--- src/flash_host_pkg.sv ---
package flash_host_pkg;
  // ----------------------------------------
  // Register map (byte addresses)
  // ----------------------------------------
  localparam logic [7:0] CTRL_OFF   = 8'h00;
  localparam logic [7:0] ADDR_OFF   = 8'h04;
  localparam logic [7:0] WDATA_OFF  = 8'h08;
  localparam logic [7:0] STATUS_OFF = 8'h0C;
  localparam logic [7:0] RDATA_OFF  = 8'h10;
  // ----------------------------------------
  // Field layout
  // ----------------------------------------
  localparam int CTRL_START    = 0;
  localparam int CTRL_OP_LSB   = 1;
  localparam int ST_BUSY       = 0;
  localparam int ST_DONE       = 1;
  localparam int ST_PROG_ERR   = 2;
  localparam int ST_STAT_LSB   = 8;
  localparam int ADDR_W        = 18;
  localparam int DATA_W        = 16;
  // ----------------------------------------
  // Operations requested by software
  // ----------------------------------------
  localparam logic [1:0] OP_PROGRAM  = 2'h0;
  localparam logic [1:0] OP_CLEAR    = 2'h1;
  localparam logic [1:0] OP_RDSTATUS = 2'h2;
  localparam logic [1:0] OP_RDARRAY  = 2'h3;
  // ----------------------------------------
  // Device command codes and status bits
  // ----------------------------------------
  localparam logic [7:0] CMD_CLEAR    = 8'h50;
  localparam logic [7:0] CMD_PROG     = 8'h40;
  localparam logic [7:0] CMD_PROG_ALT = 8'h10;
  localparam logic [7:0] CMD_RDSTATUS = 8'h70;
  localparam logic [7:0] CMD_RDARRAY  = 8'hFF;
  localparam int STAT_READY     = 7;
  localparam int STAT_PROG_FAIL = 4;
  // ----------------------------------------
  // Timing
  // ----------------------------------------
  localparam int CLK_NS     = 100;
  localparam int PULSE_NS   = 200;
  localparam int GAP_NS     = 100;
  localparam int PULSE_CYC  = (PULSE_NS + CLK_NS - 1) / CLK_NS;
  localparam int GAP_CYC    = (GAP_NS + CLK_NS - 1) / CLK_NS;
  localparam int SYNC_CYC   = 2;
  localparam int READ_CYC   = PULSE_CYC + SYNC_CYC + 1;
  localparam logic [3:0] PULSE_LAST = 4'(PULSE_CYC - 1);
  localparam logic [3:0] GAP_LAST   = 4'(GAP_CYC - 1);
  localparam logic [3:0] READ_LAST  = 4'(READ_CYC - 1);
  // ----------------------------------------
  // Sequencer states
  // ----------------------------------------
  typedef enum logic [5:0] {
    S_IDLE  = 6'h01,
    S_WCMD  = 6'h02,
    S_WDATA = 6'h04,
    S_READ  = 6'h08,
    S_GAP   = 6'h10,
    S_FIN   = 6'h20
  } seq_state_t;
endpackage

--- src/flash_program_status_control.sv ---
// How it works
// RULE1 - Device engine sets status bits 3-7, clears only 6 and 7.
// RULE2 - Bits 3-5 clear only by the clear-status command.
// RULE3 - Error bits accumulate across operations; one read reveals any failure.
// RULE4 - After clear-status, any other valid command may follow.
// RULE5 - Host writes a read-source command before every read cycle; while polling, the code repeats status reads after a single 70H.
// RULE6 - Program is setup command then a write of address and data.
// RULE7 - Device programs then verifies the addressed word internally.
// RULE8 - Programming only turns ones into zeros.
// RULE9 - Writing a one leaves the cell alone and raises no error.
// RULE10 - Status bit 7 is zero while busy, one when ready.
// RULE11 - Host polls by toggling a strobe low for each status read.
// RULE12 - While programming, only read-status is accepted.
// RULE13 - Host checks ready bit before trusting fail bits.
// RULE14 - Clear-status is data 50H at any address.
// RULE15 - Program setup is 40H or 10H, both equal.
// RULE16 - Read-status is 70H; reads then return status at any address.
// RULE17 - Status is latched on the later falling strobe edge of a read.
`timescale 1ns/1ps
`default_nettype none
module flash_program_status_control (
  // Clock and reset
  input  wire logic        clk,
  input  wire logic        srst,
  // Wishbone slave
  input  wire logic        wb_cyc_i,
  input  wire logic        wb_stb_i,
  input  wire logic        wb_we_i,
  input  wire logic [7:0]  wb_adr_i,
  input  wire logic [3:0]  wb_sel_i,
  input  wire logic [31:0] wb_dat_i,
  output logic      [31:0] wb_dat_o,
  output logic             wb_ack_o,
  // Flash device pins
  output logic             chip_sel_n,
  output logic             out_en_n,
  output logic             wr_en_n,
  output logic             pwr_down_n,
  output logic      [17:0] flash_addr,
  output logic      [15:0] dq_out,
  output logic             dq_oe,
  input  wire logic [15:0] dq_in
);
  // ----------------------------------------
  // Declarations
  // ----------------------------------------
  flash_host_pkg::seq_state_t state_reg;
  flash_host_pkg::seq_state_t prev_reg;
  logic [3:0]  cnt_reg;
  logic [1:0]  op_reg;
  logic [17:0] addr_reg;
  logic [15:0] wdata_reg;
  logic [15:0] rdata_reg;
  logic [7:0]  status_byte_reg;
  logic        poll_cmd_reg;
  logic        done_reg;
  logic        err_reg;
  logic [15:0] dq_meta_reg;
  logic [15:0] dq_sync_reg;
  logic        wb_req;
  logic        start_req;
  logic        busy;
  logic        read_end;

  assign wb_req    = wb_cyc_i & wb_stb_i & ~wb_ack_o;
  assign busy      = (state_reg != flash_host_pkg::S_IDLE);
  assign read_end  = (state_reg == flash_host_pkg::S_READ) && (cnt_reg == flash_host_pkg::READ_LAST);
  assign start_req = wb_req & wb_we_i & wb_sel_i[0] & (wb_adr_i == flash_host_pkg::CTRL_OFF)
                     & wb_dat_i[flash_host_pkg::CTRL_START] & ~busy;

  function automatic logic byte_hit(input logic [7:0] a, input logic [7:0] off);
    byte_hit = (a == off);
  endfunction

  // ----------------------------------------
  // Status word
  // ----------------------------------------
  function automatic logic [31:0] status_word(input logic busy_i, input logic done_i, input logic err_i,
                                              input logic [7:0] stat_i);
    status_word                                   = 32'h00000000;
    status_word[flash_host_pkg::ST_BUSY]          = busy_i;
    status_word[flash_host_pkg::ST_DONE]          = done_i;
    status_word[flash_host_pkg::ST_PROG_ERR]      = err_i;
    status_word[flash_host_pkg::ST_STAT_LSB +: 8] = stat_i;
  endfunction

  // ----------------------------------------
  // Input synchroniser for the data pins
  // ----------------------------------------
  always_ff @(posedge clk) begin
    dq_meta_reg <= dq_in;
    dq_sync_reg <= dq_meta_reg;
  end

  // ----------------------------------------
  // Wishbone slave
  // ----------------------------------------
  always_ff @(posedge clk) begin
    if (srst) begin
      wb_ack_o <= 1'b0;
      wb_dat_o <= 32'h00000000;
    end else begin
      wb_ack_o <= wb_req;
      wb_dat_o <= 32'h00000000;
      if (wb_req && !wb_we_i) begin
        if (byte_hit(wb_adr_i, flash_host_pkg::ADDR_OFF)) begin
          wb_dat_o <= {14'h0000, addr_reg};
        end else if (byte_hit(wb_adr_i, flash_host_pkg::WDATA_OFF)) begin
          wb_dat_o <= {16'h0000, wdata_reg};
        end else if (byte_hit(wb_adr_i, flash_host_pkg::STATUS_OFF)) begin
          wb_dat_o <= status_word(busy, done_reg, err_reg, status_byte_reg);
        end else if (byte_hit(wb_adr_i, flash_host_pkg::RDATA_OFF)) begin
          wb_dat_o <= {16'h0000, rdata_reg};
        end
      end
    end
  end

  // ----------------------------------------
  // Software registers
  // ----------------------------------------
  always_ff @(posedge clk) begin
    if (srst) begin
      addr_reg  <= 18'h00000;
      wdata_reg <= 16'h0000;
    end else if (wb_req && wb_we_i && !busy) begin
      if (byte_hit(wb_adr_i, flash_host_pkg::ADDR_OFF)) begin
        if (wb_sel_i[0]) addr_reg[7:0]   <= wb_dat_i[7:0];
        if (wb_sel_i[1]) addr_reg[15:8]  <= wb_dat_i[15:8];
        if (wb_sel_i[2]) addr_reg[17:16] <= wb_dat_i[17:16];
      end else if (byte_hit(wb_adr_i, flash_host_pkg::WDATA_OFF)) begin
        if (wb_sel_i[0]) wdata_reg[7:0]  <= wb_dat_i[7:0];
        if (wb_sel_i[1]) wdata_reg[15:8] <= wb_dat_i[15:8];
      end
    end
  end

  // ----------------------------------------
  // Sequencer
  // ----------------------------------------
  always_ff @(posedge clk) begin
    if (srst) begin
      state_reg <= flash_host_pkg::S_IDLE;
      prev_reg  <= flash_host_pkg::S_IDLE;
      cnt_reg   <= 4'h0;
      op_reg    <= flash_host_pkg::OP_PROGRAM;
      poll_cmd_reg <= 1'b0;
    end else begin
      case (state_reg)
        flash_host_pkg::S_IDLE: begin
          cnt_reg <= 4'h0;
          if (start_req) begin
            op_reg    <= wb_dat_i[flash_host_pkg::CTRL_OP_LSB +: 2];
            poll_cmd_reg <= 1'b0;
            state_reg <= flash_host_pkg::S_WCMD;
          end
        end
        flash_host_pkg::S_WCMD, flash_host_pkg::S_WDATA: begin
          cnt_reg <= cnt_reg + 4'h1;
          if (cnt_reg == flash_host_pkg::PULSE_LAST) begin
            cnt_reg   <= 4'h0;
            prev_reg  <= state_reg;
            state_reg <= flash_host_pkg::S_GAP;
          end
        end
        flash_host_pkg::S_READ: begin
          cnt_reg <= cnt_reg + 4'h1;
          if (cnt_reg == flash_host_pkg::READ_LAST) begin
            cnt_reg  <= 4'h0;
            prev_reg <= state_reg;
            // Keep polling until the device reports ready
            if (op_reg == flash_host_pkg::OP_PROGRAM && !dq_sync_reg[flash_host_pkg::STAT_READY]) begin // RULE10
              state_reg <= flash_host_pkg::S_GAP;
            end else begin
              state_reg <= flash_host_pkg::S_FIN;
            end
          end
        end
        flash_host_pkg::S_GAP: begin
          cnt_reg <= cnt_reg + 4'h1;
          if (cnt_reg == flash_host_pkg::GAP_LAST) begin
            cnt_reg <= 4'h0;
            if (prev_reg == flash_host_pkg::S_WCMD && poll_cmd_reg) begin
              state_reg <= flash_host_pkg::S_READ; // RULE5
            end else if (prev_reg == flash_host_pkg::S_WCMD) begin
              if (op_reg == flash_host_pkg::OP_PROGRAM) begin
                state_reg <= flash_host_pkg::S_WDATA; // RULE6
              end else if (op_reg == flash_host_pkg::OP_CLEAR) begin
                state_reg <= flash_host_pkg::S_FIN; // RULE4
              end else begin
                state_reg <= flash_host_pkg::S_READ; // RULE5
              end
            end else if (prev_reg == flash_host_pkg::S_WDATA) begin
              // Point the read path at status before polling
              poll_cmd_reg <= 1'b1;
              state_reg    <= flash_host_pkg::S_WCMD; // RULE5 RULE16
            end else begin
              // Only status reads follow while programming runs
              state_reg <= flash_host_pkg::S_READ; // RULE12 RULE11
            end
          end
        end
        flash_host_pkg::S_FIN: begin
          state_reg <= flash_host_pkg::S_IDLE;
        end
        default: begin
          state_reg <= flash_host_pkg::S_IDLE;
        end
      endcase
    end
  end

  // ----------------------------------------
  // Flash pin drive
  // ----------------------------------------
  always_ff @(posedge clk) begin
    if (srst) begin
      chip_sel_n <= 1'b1;
      out_en_n   <= 1'b1;
      wr_en_n    <= 1'b1;
      pwr_down_n <= 1'b0;
      flash_addr <= 18'h00000;
      dq_out     <= 16'h0000;
      dq_oe      <= 1'b0;
    end else begin
      pwr_down_n <= 1'b1;
      chip_sel_n <= 1'b1;
      out_en_n   <= 1'b1;
      wr_en_n    <= 1'b1;
      dq_oe      <= 1'b0;
      flash_addr <= addr_reg;
      case (state_reg)
        flash_host_pkg::S_WCMD: begin
          chip_sel_n <= (cnt_reg == flash_host_pkg::PULSE_LAST);
          wr_en_n    <= (cnt_reg == flash_host_pkg::PULSE_LAST);
          dq_oe      <= 1'b1;
          if (poll_cmd_reg) begin
            dq_out <= {8'h00, flash_host_pkg::CMD_RDSTATUS}; // RULE16
          end else begin
            case (op_reg)
              flash_host_pkg::OP_PROGRAM:  dq_out <= {8'h00, flash_host_pkg::CMD_PROG};     // RULE15
              flash_host_pkg::OP_CLEAR:    dq_out <= {8'h00, flash_host_pkg::CMD_CLEAR};    // RULE14 RULE2
              flash_host_pkg::OP_RDSTATUS: dq_out <= {8'h00, flash_host_pkg::CMD_RDSTATUS}; // RULE16
              default:                     dq_out <= {8'h00, flash_host_pkg::CMD_RDARRAY};
            endcase
          end
        end
        flash_host_pkg::S_WDATA: begin
          chip_sel_n <= (cnt_reg == flash_host_pkg::PULSE_LAST);
          wr_en_n    <= (cnt_reg == flash_host_pkg::PULSE_LAST);
          dq_oe      <= 1'b1;
          dq_out     <= wdata_reg; // RULE6
        end
        flash_host_pkg::S_READ: begin
          // Strobes fall together and rise after each sample
          chip_sel_n <= (cnt_reg == flash_host_pkg::READ_LAST); // RULE11 RULE17
          out_en_n   <= (cnt_reg == flash_host_pkg::READ_LAST);
        end
        default: begin
          dq_out <= dq_out;
        end
      endcase
    end
  end

  // ----------------------------------------
  // Results
  // ----------------------------------------
  always_ff @(posedge clk) begin
    if (srst) begin
      done_reg <= 1'b0;
    end else if (start_req) begin
      done_reg <= 1'b0;
    end else if (state_reg == flash_host_pkg::S_FIN) begin
      done_reg <= 1'b1;
    end
  end

  always_ff @(posedge clk) begin
    if (srst) begin
      rdata_reg       <= 16'h0000;
      status_byte_reg <= 8'h00;
    end else if (read_end) begin
      rdata_reg <= dq_sync_reg;
      if (op_reg != flash_host_pkg::OP_RDARRAY) begin
        status_byte_reg <= dq_sync_reg[7:0];
      end
    end
  end

  always_ff @(posedge clk) begin
    if (srst) begin
      err_reg <= 1'b0;
    end else if (state_reg == flash_host_pkg::S_FIN && op_reg == flash_host_pkg::OP_CLEAR) begin
      // Clear op drops the sticky fail flag
      err_reg <= 1'b0;
    end else if (read_end && op_reg == flash_host_pkg::OP_PROGRAM
                 && dq_sync_reg[flash_host_pkg::STAT_READY]) begin // RULE13
      // Fail bit is trusted only once ready is seen
      err_reg <= dq_sync_reg[flash_host_pkg::STAT_PROG_FAIL]; // RULE3
    end
  end
endmodule // flash_program_status_control
`default_nettype wire

--- config.mk ---
export PLATFORM = sky130hd
export DESIGN_NAME = flash_program_status_control
export DESIGN_NICKNAME = d
export VERILOG_FILES = /design/src/flash_host_pkg.sv /design/src/flash_program_status_control.sv
export SDC_FILE = /design/constraint.sdc
export NUM_CORES = 1
export LEC_CHECK = 0
export ABC_AREA = 1
export BUFFER_PORTS_ARGS = -buffer_cell sky130_fd_sc_hd__buf_2
export CORE_UTILIZATION = 55
export DETAILED_ROUTE_END_ITERATION = 8
export PLACE_DENSITY_LB_ADDON = 0.12
export SLEW_MARGIN = 15
export SYNTH_ARGS = -nofsm -noshare
export SYNTH_HDL_FRONTEND = slang
export SYNTH_SLANG_ARGS = --single-unit
export TNS_END_PERCENT = 5
--- constraint.sdc ---
create_clock -name clk -period 3.2 [get_ports clk]
set_input_delay 0 -clock clk [delete_from_list [all_inputs] [get_ports clk]]
set_output_delay 0 -clock clk [all_outputs]
set_load 0.005 [all_outputs]
==> results.cfg <==
[power_and_ir_drop]
p_int_uw = 3530
p_sw_uw = 1280
p_per_area_nw_per_um2 = 603
peakVddDrop_mv = 0.549
p_leak_uw = 0.00375
combPwrFrac_pct = 10.6
sequentialPowerShare_pct = 45.8
switching_share_pct = 26.6
power.clock.fraction_pct = 43.6

[floorplan]
die_w_um = 110
num_rows = 39
die_y_um = 110
ios = 137
start_util_pct = 56.3
core_um2 = 11400
die_area_um2 = 12100

[worst_setup_path]
start_kind = flop
worstSetupStartpoint = state_reg[5]
timing.rr.end = addr_reg[17]
rr_worst_depth = 10
crit_fanout = 14
worst_setup_path_end_kind = flop
timing.rr.start = state_reg[5]
arrival_ns = 3.13
r2r_slack_ns = 0.40
worstSetupPathType = flop to flop
required_ns = 3.52

[logic_synthesis]
ys_seq_area_share_pct = 52.6
syn_inst = 830
synth-seq-cells = 169
synthTopCellsByArea = dfxtp_1 (53%), nand2_1 (9.4%), nor2_1 (7.0%)
async_flop_share_pct = 0
synthFlopType = dfxtp_1
synth_area_leader_cell = dfxtp_1
synth_warnings = 0
synth_edf_count = 0
yosysUniqueCellTypes = 31
syn_area_um2 = 6430
synth_top_area_share_pct = 52.6
avgSynthCellArea_um2 = 7.75

[global_route]
grt_pass1_wl_um = 25400
grt_antenna_before_repair = 0
grt_pass1_vias = 5203
grt_max_degree = 47
overflow = 0
grt_usage_pct = 28.1

[clocking]
cts_num_sinks = 169
clkTransAtPathRegs_ns = 0.06
cts_buffers = 17
clk_latency_ns = 0.43
cts_setup_buffers = 0
htree_levels = 4
root_buffer = clkbuf_16
cts_tree = done
cts_buffer_depth = 2

[timing]
finalHoldViolCount = 0
worst_clock_skew_ns = 0.00868
tns_ns = 0
max_freq_ghz = 0.357
worst_slew_pin_slew_ns = 0.680
period_share_pct = 87.6
setup_violations = 0
maxSlewHeadroom_pct = 54.6
grt_setup_unrepaired = false
layout_min_cycle_time_ns = 2.80
drv_slew = 0
holdWs_ns = 0.0450

[min_path]
hp-class = input pin to flop
holdPathEnd = prev_reg[3]
hp-start = srst
min_path_cells = 2

[cells_and_area]
diodes = 0
fillerInstances = 945
fin_nets = 1038
final_util_pct = 69.9
syn2layout_area_growth_pct = 24.0
seq_area_um2 = 3380
layout-drive-gt1-share_pct = 18.0
multi_input_area_um2 = 2450

[place]
dp.final_hpwl_um = 11300
port_buffers = 107
gp_congestion = 0.897

[detailed_routing]
dr.pass1.iters = 5
wl_per_cell_um = 14.6
drc = 0
routed_wirelength_um = 16500
vias_per_cell = 5.08
drt-initial-drc-count = 372
vias = 5721
final_antenna_net_count = 0

[run]
maxCapViolCount = 0

[run_status]
status = complete, no violations
power by group through the flow:
stage	Combinational (uW)	Sequential, uW	Clock [uW]
final	510	2200	2100
after global routing	573	2210	2200
after CTS	504	2200	2110
after detailed placement	466	2250	0
after global placement	459	2250	0
after floorplan	337	2240	0
synthesized netlist by cell type, types with 8 or more instances:
| cell type | count |
|---|---|
| a21oi_1 | 46 |
| buf_2 | 8 |
| buf_4 | 15 |
| clkbuf_1 | 13 |
| dfxtp_1 | 169 |
| inv_1 | 97 |
| nand2_1 | 161 |
| nand3_1 | 32 |
| nand4_1 | 16 |
| nor2_1 | 120 |
| nor3_1 | 37 |
| o21ai_0 | 56 |
layer usage:
layer  vias up  track usage (%)  share of wire, %
met5         -                0                 0
met2       213             46.5                49
met3        19             5.53               6.4
met1      2610             35.9                43
met4         0             11.6               1.6
li1       2879                -                 -
final cells by class:
cell class	instances	area share, %
clock buffer	20	5.60
clock inverter	12	1.95
inverter	105	4.99
multi-input combinational	526	30.7
sequential	169	42.4
tap	143	2.24
timing repair buffer	151	12.1
placed cells by master, fill, tap and decap left out, types with 32 or more instances in the layout:
cell           synthesis  routed
dfxtp_1              169     169
nand2_1              161     161
nor2_1               120     120
buf_2                  8     107
inv_1                 97      96
o21ai_0               56      56
a21oi_1               46      46
dlygate4sd3_1          0      40
nor3_1                37      37
nand3_1               32      32
worst max path at each step:
stage,to,slack [ns],depth (start not counted)
6_report,addr_reg[17],0.40,10
5_1_grt,addr_reg[17],0.25,10
4_1_cts,addr_reg[16],0.41,10
3_5_place_dp,prev_reg[1],0.99,7
3_3_place_gp,prev_reg[1],1.06,7
2_1_floorplan,state_reg[1],1.73,10
cell families (layout without fill, tap and decap cells):
kind of cell,Yosys count,in the layout,share of synthesized area (%)
buffers and inverters,148,288,10.1
adders and majority gates,3,3,0.584
DFF,169,169,52.6
other,1,14,0.0583
xor gates and xnor gates,2,2,0.272
and+or+nand+nor,394,394,27.2
AOI/OAI and AO/OA,113,113,9.16
what timing repair did:
action | 4_1_cts | 5_1_grt
resized for setup | 0 | 0
hold endpoints to repair | 53 | 0
hold buffers | 40 | 0
critical path, stage by stage, from the launching register on:
cell and delay, ns:
dfxtp_1 0.35, nor2_4 0.33, nand2_1 0.16, nor2_4 0.19, nand2_1 0.12, clkinv_2 0.13
nand3_2 0.11, o21ai_0 0.16, dlygate4sd3_1 0.57, nor2_1 0.04, dlygate4sd3_1 0.54
through the flow:
step	cell area (um2)	power, uW	worst slack [ns]	std cells
final	7980	4810	0.397	1126
after global routing	7980	4980	0.255	1126
after CTS	7980	4820	0.412	1126
after detailed placement	6970	2710	0.995	1054
after global placement	6970	2700	1.06	1054
after floorplan	6480	2580	1.73	843
No activity file was read; power rests on OpenSTA's default activity.
